## src/verilog/pwm_cull_pkg.sv

```systemverilog
// Constants for crest/valley interrupt culling and buffered reload.
// Assumes a 16-bit up/down counter core outside this block.
package pwm_cull_pkg;
   localparam int DW = 16;
   localparam int AW = 6;
   localparam int NREG = 7;
   localparam int NPH = 3;
   localparam int CULL_W = 5;
   // Byte offsets of the Avalon registers
   localparam logic [AW-1:0] OFF_CYCLE = 6'h00;
   localparam logic [AW-1:0] OFF_DUTY1 = 6'h04;
   localparam logic [AW-1:0] OFF_DUTY2 = 6'h08;
   localparam logic [AW-1:0] OFF_DUTY3 = 6'h0C;
   localparam logic [AW-1:0] OFF_OPT1 = 6'h10;
   localparam logic [AW-1:0] OFF_CONVA = 6'h14;
   localparam logic [AW-1:0] OFF_CONVB = 6'h18;
   localparam logic [AW-1:0] OFF_OPTA = 6'h1C;
   localparam logic [AW-1:0] OFF_OPTC = 6'h20;
   localparam logic [AW-1:0] OFF_STAT = 6'h24;
   localparam int IDX_LSB = 2;
   localparam int IDX_MSB = 4;
   // Index of each buffered register
   localparam logic [2:0] IDX_CYCLE = 3'h0;
   localparam logic [2:0] IDX_DUTY1 = 3'h1;
   localparam logic [2:0] IDX_DUTY2 = 3'h2;
   localparam logic [2:0] IDX_DUTY3 = 3'h3;
   localparam logic [2:0] IDX_OPT1 = 3'h4;
   localparam logic [2:0] IDX_CONVA = 3'h5;
   localparam logic [2:0] IDX_CONVB = 3'h6;
   // Culling option register fields
   localparam int CULL_LSB = 0;
   localparam int VALLEY_EN_BIT = 6;
   localparam int CREST_EN_BIT = 7;
   localparam logic [DW-1:0] OPT1_MASK = 16'h00DF;
   // Option register a / c fields
   localparam int ANYTIME_BIT = 0;
   localparam int DOWN_BIT = 1;
   localparam int PEND_BIT = 2;
   localparam int RDE_BIT = 0;
   localparam logic [DW-1:0] RST_VAL = 16'h0000;
   localparam logic [DW-1:0] VALLEY_CNT = 16'h0001;
   localparam logic [CULL_W-1:0] CNT_ONE = 5'h01;
endpackage

```

## src/verilog/pwm_irq_cull.sv

```systemverilog
// Interrupt culling and buffered reload of the seven transfer registers.
// Assumes the counter core supplies its value and direction each clock,
// and moves by one step per clock so crest and valley last one cycle.
//
// Behaviour
// - Only crest and valley interrupts are culled.
// - Crest interrupt issued only while crest enable is set.
// - Valley interrupt issued only while valley enable is set.
// - Cull count masks that many enabled timings; zero means no culling.
// - Transfer culling set: transfer only where culled interrupt is issued.
// - Transfer culling clear: transfer at first timing after phase-one write.
// - Anytime select 1 updates buffers on write; 0 only on transfer.
// - Both enables give alternating crest and valley interrupts, culled.
// - Cycle, three duties, culling option, two converter compares are buffered.
// - Anytime mode ignores transfer culling; registers update independently.
// - Batch mode: anytime 0, any cull count, transfer culling 0.
// - Batch: phase-one write arms copy of all seven registers.
// - Batch transfer timings are every crest and every valley at 0001H.
// - Intermittent batch: anytime 0 and transfer culling 1.
// - Intermittent batch transfers only at the issued culled interrupt.
// - Duty match fires once per slope; later matches are ignored.
// - Cycle match is equality only; a passed value is missed.
// - Cycle match is ignored while counting down.
// - Anytime: duty rewritten before its match is compared directly.
// - Writing the culling option register clears the culling counter.
//
// Our own choices: the register addresses and the Avalon-MM interface to the registers.
`timescale 1ns/1ps
`default_nettype none
module pwm_irq_cull
(
   input wire logic clock,
   input wire logic sys_rst,
   input wire logic [pwm_cull_pkg::AW-1:0] address,
   input wire logic read,
   input wire logic write,
   input wire logic [3:0] byteenable,
   input wire logic [31:0] writedata,
   output logic [31:0] readdata,
   output logic waitrequest,
   input wire logic [pwm_cull_pkg::DW-1:0] cnt_val,
   input wire logic count_down,
   output logic crest_irq,
   output logic valley_irq,
   output logic cycle_match,
   output logic [pwm_cull_pkg::NPH-1:0] duty_match,
   output logic [pwm_cull_pkg::DW-1:0] cycle_buf,
   output logic [pwm_cull_pkg::DW-1:0] duty1_buf,
   output logic [pwm_cull_pkg::DW-1:0] duty2_buf,
   output logic [pwm_cull_pkg::DW-1:0] duty3_buf,
   output logic [pwm_cull_pkg::DW-1:0] conv_a_buf,
   output logic [pwm_cull_pkg::DW-1:0] conv_b_buf
);
   import pwm_cull_pkg::*;

   logic ack_q;
   logic wr_acc;
   logic [31:0] rdata_d;
   logic [31:0] rdata_q;
   logic sh_hit;
   logic [2:0] wr_idx;
   logic [DW-1:0] wmerge;
   logic [DW-1:0] reg_q [NREG];
   logic [DW-1:0] buf_q [NREG];
   logic anytime_q;
   logic rde_q;
   logic pending_q;
   logic wr_p1;
   logic wr_opt;
   logic [CULL_W-1:0] cull_cnt_q;
   logic [CULL_W-1:0] cull_base;
   logic [CULL_W-1:0] cull_n;
   logic crest_en;
   logic valley_en;
   logic crest_ev;
   logic valley_ev;
   logic timing;
   logic issue;
   logic point;
   logic xfer;
   logic crest_irq_q;
   logic valley_irq_q;
   logic dir_q;
   logic slope_new;
   logic [NPH-1:0] done_q;
   logic [NPH-1:0] dmatch;

   // One wait state: read data is captured while waitrequest is high
   assign waitrequest = (read | write) & ~ack_q;
   assign wr_acc = write & ack_q;
   assign sh_hit = address < OFF_OPTA;
   assign wr_idx = address[IDX_MSB:IDX_LSB];
   assign wmerge = {byteenable[1] ? writedata[15:8] : reg_q[wr_idx][15:8],
                    byteenable[0] ? writedata[7:0] : reg_q[wr_idx][7:0]};
   assign wr_p1 = wr_acc & (address == OFF_DUTY1);
   assign wr_opt = wr_acc & (address == OFF_OPT1);

   always_ff @(posedge clock or posedge sys_rst)
   begin
      if (sys_rst)
         ack_q <= 1'b0;
      else
         ack_q <= (read | write) & ~ack_q;
   end

   always_comb
   begin
      rdata_d = 32'h0000_0000;
      if (sh_hit)
         rdata_d[DW-1:0] = reg_q[wr_idx];
      else if (address == OFF_OPTA)
      begin
         rdata_d[ANYTIME_BIT] = anytime_q;
         rdata_d[DOWN_BIT] = count_down;
         rdata_d[PEND_BIT] = pending_q;
      end
      else if (address == OFF_OPTC)
         rdata_d[RDE_BIT] = rde_q;
      else if (address == OFF_STAT)
         rdata_d[CULL_W-1:0] = cull_cnt_q;
   end

   // Unmapped reads return zero, unmapped writes are dropped
   always_ff @(posedge clock or posedge sys_rst)
   begin
      if (sys_rst)
         rdata_q <= 32'h0000_0000;
      else if (read & ~ack_q)
         rdata_q <= rdata_d;
   end
   assign readdata = rdata_q;

   always_ff @(posedge clock or posedge sys_rst)
   begin
      if (sys_rst)
      begin
         anytime_q <= 1'b0;
         rde_q <= 1'b0;
      end
      else if (wr_acc & byteenable[0])
      begin
         if (address == OFF_OPTA)
            anytime_q <= writedata[ANYTIME_BIT];
         if (address == OFF_OPTC)
            rde_q <= writedata[RDE_BIT];
      end
   end

   // Buffered register file; buffers feed the compare logic
   generate
      for (genvar i = 0; i < NREG; i++)
      begin : g_reg
         logic hit;
         logic [DW-1:0] wv;
         assign hit = wr_acc & sh_hit & (wr_idx == 3'(i));
         assign wv = (3'(i) == IDX_OPT1) ? (wmerge & OPT1_MASK) : wmerge;
         always_ff @(posedge clock or posedge sys_rst)
         begin
            if (sys_rst)
               reg_q[i] <= RST_VAL;
            else if (hit)
               reg_q[i] <= wv;
         end
         always_ff @(posedge clock or posedge sys_rst)
         begin
            if (sys_rst)
               buf_q[i] <= RST_VAL;
            else if (anytime_q & hit)
               buf_q[i] <= wv;
            else if (xfer)
               buf_q[i] <= reg_q[i];
         end
      end
   endgenerate

   assign cycle_buf = buf_q[IDX_CYCLE];
   assign duty1_buf = buf_q[IDX_DUTY1];
   assign duty2_buf = buf_q[IDX_DUTY2];
   assign duty3_buf = buf_q[IDX_DUTY3];
   assign conv_a_buf = buf_q[IDX_CONVA];
   assign conv_b_buf = buf_q[IDX_CONVB];

   assign cull_n = buf_q[IDX_OPT1][CULL_LSB +: CULL_W];
   assign crest_en = buf_q[IDX_OPT1][CREST_EN_BIT];
   assign valley_en = buf_q[IDX_OPT1][VALLEY_EN_BIT];

   // Carrier positions; only these two take part in culling
   assign crest_ev = ~count_down & (cnt_val == cycle_buf);
   assign valley_ev = count_down & (cnt_val == VALLEY_CNT);
   assign timing = (crest_ev & crest_en) | (valley_ev & valley_en);

   // A write to the option register discards the count but not this timing
   assign cull_base = wr_opt ? '0 : cull_cnt_q;
   assign issue = timing & (cull_base == cull_n);

   always_ff @(posedge clock or posedge sys_rst)
   begin
      if (sys_rst)
         cull_cnt_q <= '0;
      else if (issue)
         cull_cnt_q <= '0;
      else if (timing)
         cull_cnt_q <= cull_base + CNT_ONE;
      else
         cull_cnt_q <= cull_base;
   end

   always_ff @(posedge clock or posedge sys_rst)
   begin
      if (sys_rst)
      begin
         crest_irq_q <= 1'b0;
         valley_irq_q <= 1'b0;
      end
      else
      begin
         crest_irq_q <= issue & crest_ev & crest_en;
         valley_irq_q <= issue & valley_ev & valley_en;
      end
   end
   assign crest_irq = crest_irq_q;
   assign valley_irq = valley_irq_q;

   // Transfer point depends on the batch flavour; anytime never arms
   assign point = rde_q ? issue : (crest_ev | valley_ev);
   assign xfer = pending_q & point & ~anytime_q;

   // A fresh phase-one write in the transfer cycle keeps the arm set
   always_ff @(posedge clock or posedge sys_rst)
   begin
      if (sys_rst)
         pending_q <= 1'b0;
      else
         pending_q <= (wr_p1 & ~anytime_q) | (pending_q & ~xfer);
   end

   // Duty compares, once per slope
   always_ff @(posedge clock or posedge sys_rst)
   begin
      if (sys_rst)
         dir_q <= 1'b0;
      else
         dir_q <= count_down;
   end
   assign slope_new = count_down != dir_q;

   generate
      for (genvar p = 0; p < NPH; p++)
      begin : g_duty
         // Compared against the live buffer, so an early rewrite counts
         assign dmatch[p] = (cnt_val == buf_q[p + 1]) & (slope_new | ~done_q[p]);
         always_ff @(posedge clock or posedge sys_rst)
         begin
            if (sys_rst)
               done_q[p] <= 1'b0;
            else if (dmatch[p])
               done_q[p] <= 1'b1;
            else if (slope_new)
               done_q[p] <= 1'b0;
         end
      end
   endgenerate

   assign duty_match = dmatch;
   assign cycle_match = crest_ev;
endmodule
`default_nettype wire

```

## config.mk

```make
export PLATFORM = sky130hd
export DESIGN_NAME = pwm_irq_cull
export DESIGN_NICKNAME = d
export VERILOG_FILES = /design/src/verilog/pwm_cull_pkg.sv /design/src/verilog/pwm_irq_cull.sv
export SDC_FILE = /design/constraint.sdc
export NUM_CORES = 1
export LEC_CHECK = 0
export ABC_AREA = 1
export BUFFER_PORTS_ARGS = -buffer_cell sky130_fd_sc_hd__buf_2
export CAP_MARGIN = 10
export CELL_PAD_IN_SITES_DETAIL_PLACEMENT = 1
export CELL_PAD_IN_SITES_GLOBAL_PLACEMENT = 1
export CORE_ASPECT_RATIO = 1.25
export CORE_UTILIZATION = 46
export DETAILED_ROUTE_END_ITERATION = 10
export PLACE_DENSITY = 0.84
export SYNTH_ARGS = -nofsm -noshare
export SYNTH_HDL_FRONTEND = slang
export SYNTH_SLANG_ARGS = --single-unit
```

## constraint.sdc

```tcl
create_clock -name clock -period 20.4 [get_ports clock]
set_input_delay 2.04 -clock clock [delete_from_list [all_inputs] [get_ports clock]]
set_output_delay 2.04 -clock clock [all_outputs]
set_load 0.005 [all_outputs]
```

; Word level (Yosys, flattened, before mapping)
; Cells that the tools add are included.
[word_totals]
out_inout_bits = 135
elab_cells = 146
register_bits = 238
inputBits = 63
[classes]
n_lt_le_gt_ge = 2
n_reduce_logical = 13
mux = 34
bitwise_logic = 52
eq_ne = 18
n_addsub = 1
[ops]
columns = operator, count
row1 = two-way mux 16 bit, 14
row2 = == test 16 bit, 4
row3 = binary-select mux 16 bit (select 3 bit), 1
row4 = AND 1 bit, 37
row5 = two-way mux 8 bit, 4
row6 = two-way mux 5 bit, 5
row7 = nonzero test 2 bit, 10
row8 = "== test 16 x 1 -> 1 bit, second input constant", 1
row9 = "== test 6 x 5 -> 1 bit, second input constant", 2
row10 = "== test 6 bit, second input constant", 2
row11 = two-way mux 11 bit, 1
row12 = "== test 3 bit, second input constant", 3
row13 = NOT 1 bit, 7
row14 = OR 1 bit, 7
row15 = "== test 3 x 2 -> 1 bit, second input constant", 2
row16 = "== test 6 x 3 -> 1 bit, second input constant", 1
row17 = "less-than comparator 6 x 5 -> 1 bit, second input constant", 1
row18 = two-way mux 1 bit, 6
row19 = "adder 5 x 1 -> 5 bit, second input constant", 1
row20 = == test 5 bit, 1
row21 = "greater-or-equal comparator 4 bit, second input constant", 1
row22 = two-way mux 4 bit, 1
row23 = NOT 3 -> 4 bit, 1
row24 = AND reduction 2 bit, 2
row25 = other kinds (5), 5

; Longest topological paths before layout
[depth]
depth_word = 11
depth_mapped = 18
ltp_nobuf = 16

; Least setup slack after synthesis
; No wires, ideal clock.
[synth_path]
path_type = input to output
start = input port cnt_val[13] in the netlist's numbering
end = output port duty_match[1] in the netlist's numbering
path_stages = 5
n_path_buf = 0
path_slack_ns = 15.387
t_required_ns = 18.360
arrival_time_ns = 2.973
cell_sequence = or2_2 -> a21oi_1 -> nand3_1 -> nor4_1 -> and2_1
[synth_via]
elab_chain_cells = 2
[synth_rtl]
columns = item, line
row1 = "start, declared", pwm_irq_cull.sv:41  ; input wire logic [pwm_cull_pkg::DW-1:0] cnt_val,
row2 = == test 16 bit, pwm_irq_cull.sv:251  ; assign dmatch[p] = (cnt_val == buf_q[p + 1]) & (slope_new | ~done_q[p]);
row3 = AND 1 bit, pwm_irq_cull.sv:251
row4 = "end, declared", pwm_irq_cull.sv:46  ; output logic [pwm_cull_pkg::NPH-1:0] duty_match,
; Every way passes these cells.

; Worst setup path after layout
; Same ends and word-level chain as after synthesis.

==> results_dict.tcl <==
set metrics [dict create \
    drive_above_1_share_pct 15.8 \
    async_flop_share_pct 100 \
    grt_pass1_vias 12000 \
    clkTransAtPathRegs_ps 60 \
    synthTopCellsByArea "dfrtp_1 45%, nand2_1 16%, o21ai_0 7.6%" \
    synth_cell_types 40 \
    clockBufferDepth 3 \
    fin_nets 1758 \
    post_dp_cell_area_um2 13200 \
    skew_ps 23.1 \
    via_per_inst 5.68 \
    peakVddDrop_uv 58.4 \
    end_kind "output pin" \
    cts_setup_buffers 0 \
    relSlewSlack_pct 23.8 \
    grt_max_degree 90 \
    synth-seq-cells 237 \
    worst_pin_slew_ps 1140 \
    r2r_slack_ps 17040 \
    synthTopCellsByCount "561 x nand2_1, 237 x dfrtp_1, 200 x o21ai_0, 125 x nand3_1, 117 x buf_4" \
    syn_to_final_growth_pct 8.09 \
    post-synth-top-count-cell "nand2_1" \
    maxCapViolCount 0 \
    numPortBuffers 163 \
    core_um2 27800 \
    drt_iter0_drc 926 \
    outcome "completed" \
    whs_endpoint "readdata[2]" \
    rows 68 \
    r2r-end "duty1_buf[6]" \
    antenna_left 0 \
    fin_crit_ps 5480 \
    num-fill-cells 3447 \
    cts_tree "built" \
    cts_resized 0 \
    ios 198 \
    htree_levels 1 \
    grt_setup_unrepaired "false" \
    fp.dieW_um 153 \
    tns_ps 0 \
    grt_overflow 0 \
    synthCells 1691 \
    cp.required_ps 18360 \
    dp_slack_ps 14910 \
    synth_area_um2 13100 \
    finalHoldViolations 0 \
    p_leak_nw 7.35 \
    rr_worst_depth 14 \
    wl_um 43500 \
    track_usage_pct 30.5 \
    die_area_um2 29200 \
    synth_edf_count 0 \
    drt-wirelength-per-cell_um 21.1 \
    worstReg2RegStart "ack_q" \
    critPathMaxFanout 6 \
    clock_latency_ps 550 \
    ys.flop_type "dfrtp_1" \
    fp.dieH_um 191 \
    ys_seq_area_share_pct 45.2 \
    synth_top_area_cell "dfrtp_1" \
    antennaDiodeCount 0 \
    clkSinkCount 237 \
    startpoint_type "input pin" \
    holdPathStages 2 \
    grt_first_pass_wirelength_um 69100 \
    min_path_type "reg -> reg" \
    max_freq_mhz 182 \
    vias 11700 \
    drc 0 \
    cts-root-buf "clkbuf_16" \
    maxSlewViolCount 0 \
    dpl.hpwl_um 30100 \
    post-route-period-util_pct 26.9 \
    cp.arrival_ps 3440 \
    yosys_warnings 0 \
    firstDrtPassIters 7 \
    path_class "in -> out" \
    antenna_found_initial 0 \
    start_util_pct 47.1 \
    power.density_nw_per_um2 96.4 \
    numCtsBuffers 26 \
    finalSetupViolCount 0 \
    min_from "readdata[2]" \
    setup_ws_ps 14920 \
    avgSynthCellArea_um2 7.75 \
    cts_hold_buf 0 \
    final_cell_area_um2 14200 \
    synth_top_area_share_pct 45.2 \
    gp_congestion 0.895 \
]
[worst max-delay path, stage by stage]
cell     delay [ps]
buf_2           180
or2_2           310
a21oi_1         140
nand3_1         110
nor4_1          330
and2_1          200
buf_2           120
[cells by family (layout without fill, tap and decap cells)]
kind of cell | count (synthesis) | in the layout | synth area share, %
AOI/OAI and AO/OA | 310 | 310 | 12.8
xor gates and xnor gates | 51 | 51 | 3.41
adders and majority gates | 1 | 1 | 0.0954
buffers and inverters | 290 | 298 | 12.4
DFF | 237 | 237 | 45.2
other | 1 | 16 | 0.0286
and+or+nand+nor | 801 | 801 | 26.1
[worst max-delay path by stage]
stage / startpoint / to / slack (ps) / cells after the start
floorplan: sys_rst / ack_q / 11860 / 1
global placement: cnt_val[13] / duty_match[1] / 14940 / 7
detailed placement: cnt_val[13] / duty_match[1] / 14910 / 7
CTS: cnt_val[13] / duty_match[1] / 14910 / 7
global route: cnt_val[0] / duty_match[2] / 14780 / 8
finish: cnt_val[13] / duty_match[1] / 14920 / 7
[power by group]
group          leakage [nW]  switching [W]  total [W]  internal [W]
registers              3.21      0.0000595   0.000595      0.000535
clock network         0.464       0.000205   0.000532      0.000327
logic                  3.68       0.000152   0.000240     0.0000880
total                  7.35       0.000416    0.00137      0.000950
[layer usage]
metal / vias up / global-route usage (%) / routed length, um
li1: 5372 / - / -
met1: 5866 / 38.9 / 18200
met2: 392 / 53.1 / 21300
met3: 85 / 2.93 / 2100
met4: 0 / 12.8 / 1890
met5: - / 0 / 0
[final cells by class]
class                           instances  area, um^2  share of cell area, %
Clock inverter                         11         201                   1.42
Timing Repair Buffer                  180         943                   6.66
Inverter                               70         270                   1.91
Sequential cell                       237        5930                   41.9
Tap cell                              350         438                   3.09
Multi-Input combinational cell       1179        5610                   39.6
Clock buffer                           37         772                   5.45
[per-stage QoR]
step                      hold slack (ps)  util [%]  total power (W)  instances
after global routing                  527      50.9          0.00142       2064
after floorplan                       455         -         0.000757       1706
after detailed placement              474      47.4         0.000835       2016
after global placement                466      47.4         0.000820       2016
final                                 489      50.9          0.00137       2064
after CTS                             491      50.9          0.00137       2064
[cells in the final DEF, fill, tap and decap left out, drive strengths merged, types with 10 or more instances in the layout]
cell / synthesis / layout
nand2: 573 / 573
o21ai: 249 / 249
dfrtp: 237 / 237
buf: 158 / 180
nand3: 125 / 125
inv: 67 / 67
nor2: 58 / 58
clkbuf: 62 / 37
xnor2: 29 / 29
a22oi: 28 / 28
xor2: 22 / 22
nand4: 20 / 20
conb: 1 / 16
a21oi: 15 / 15
a22o: 10 / 10
[state kept, by name (all words and copies together), names as in the netlist, 3 cells and up]
name        count
done_q          3
duty1_buf      16
duty3_buf      16
reg_q         103
cycle_buf      16
buf_q           7
cull_cnt_q      5
duty2_buf      16
conv_a_buf     16
readdata       16
conv_b_buf     16
Power figures use the tool's default switching activity.
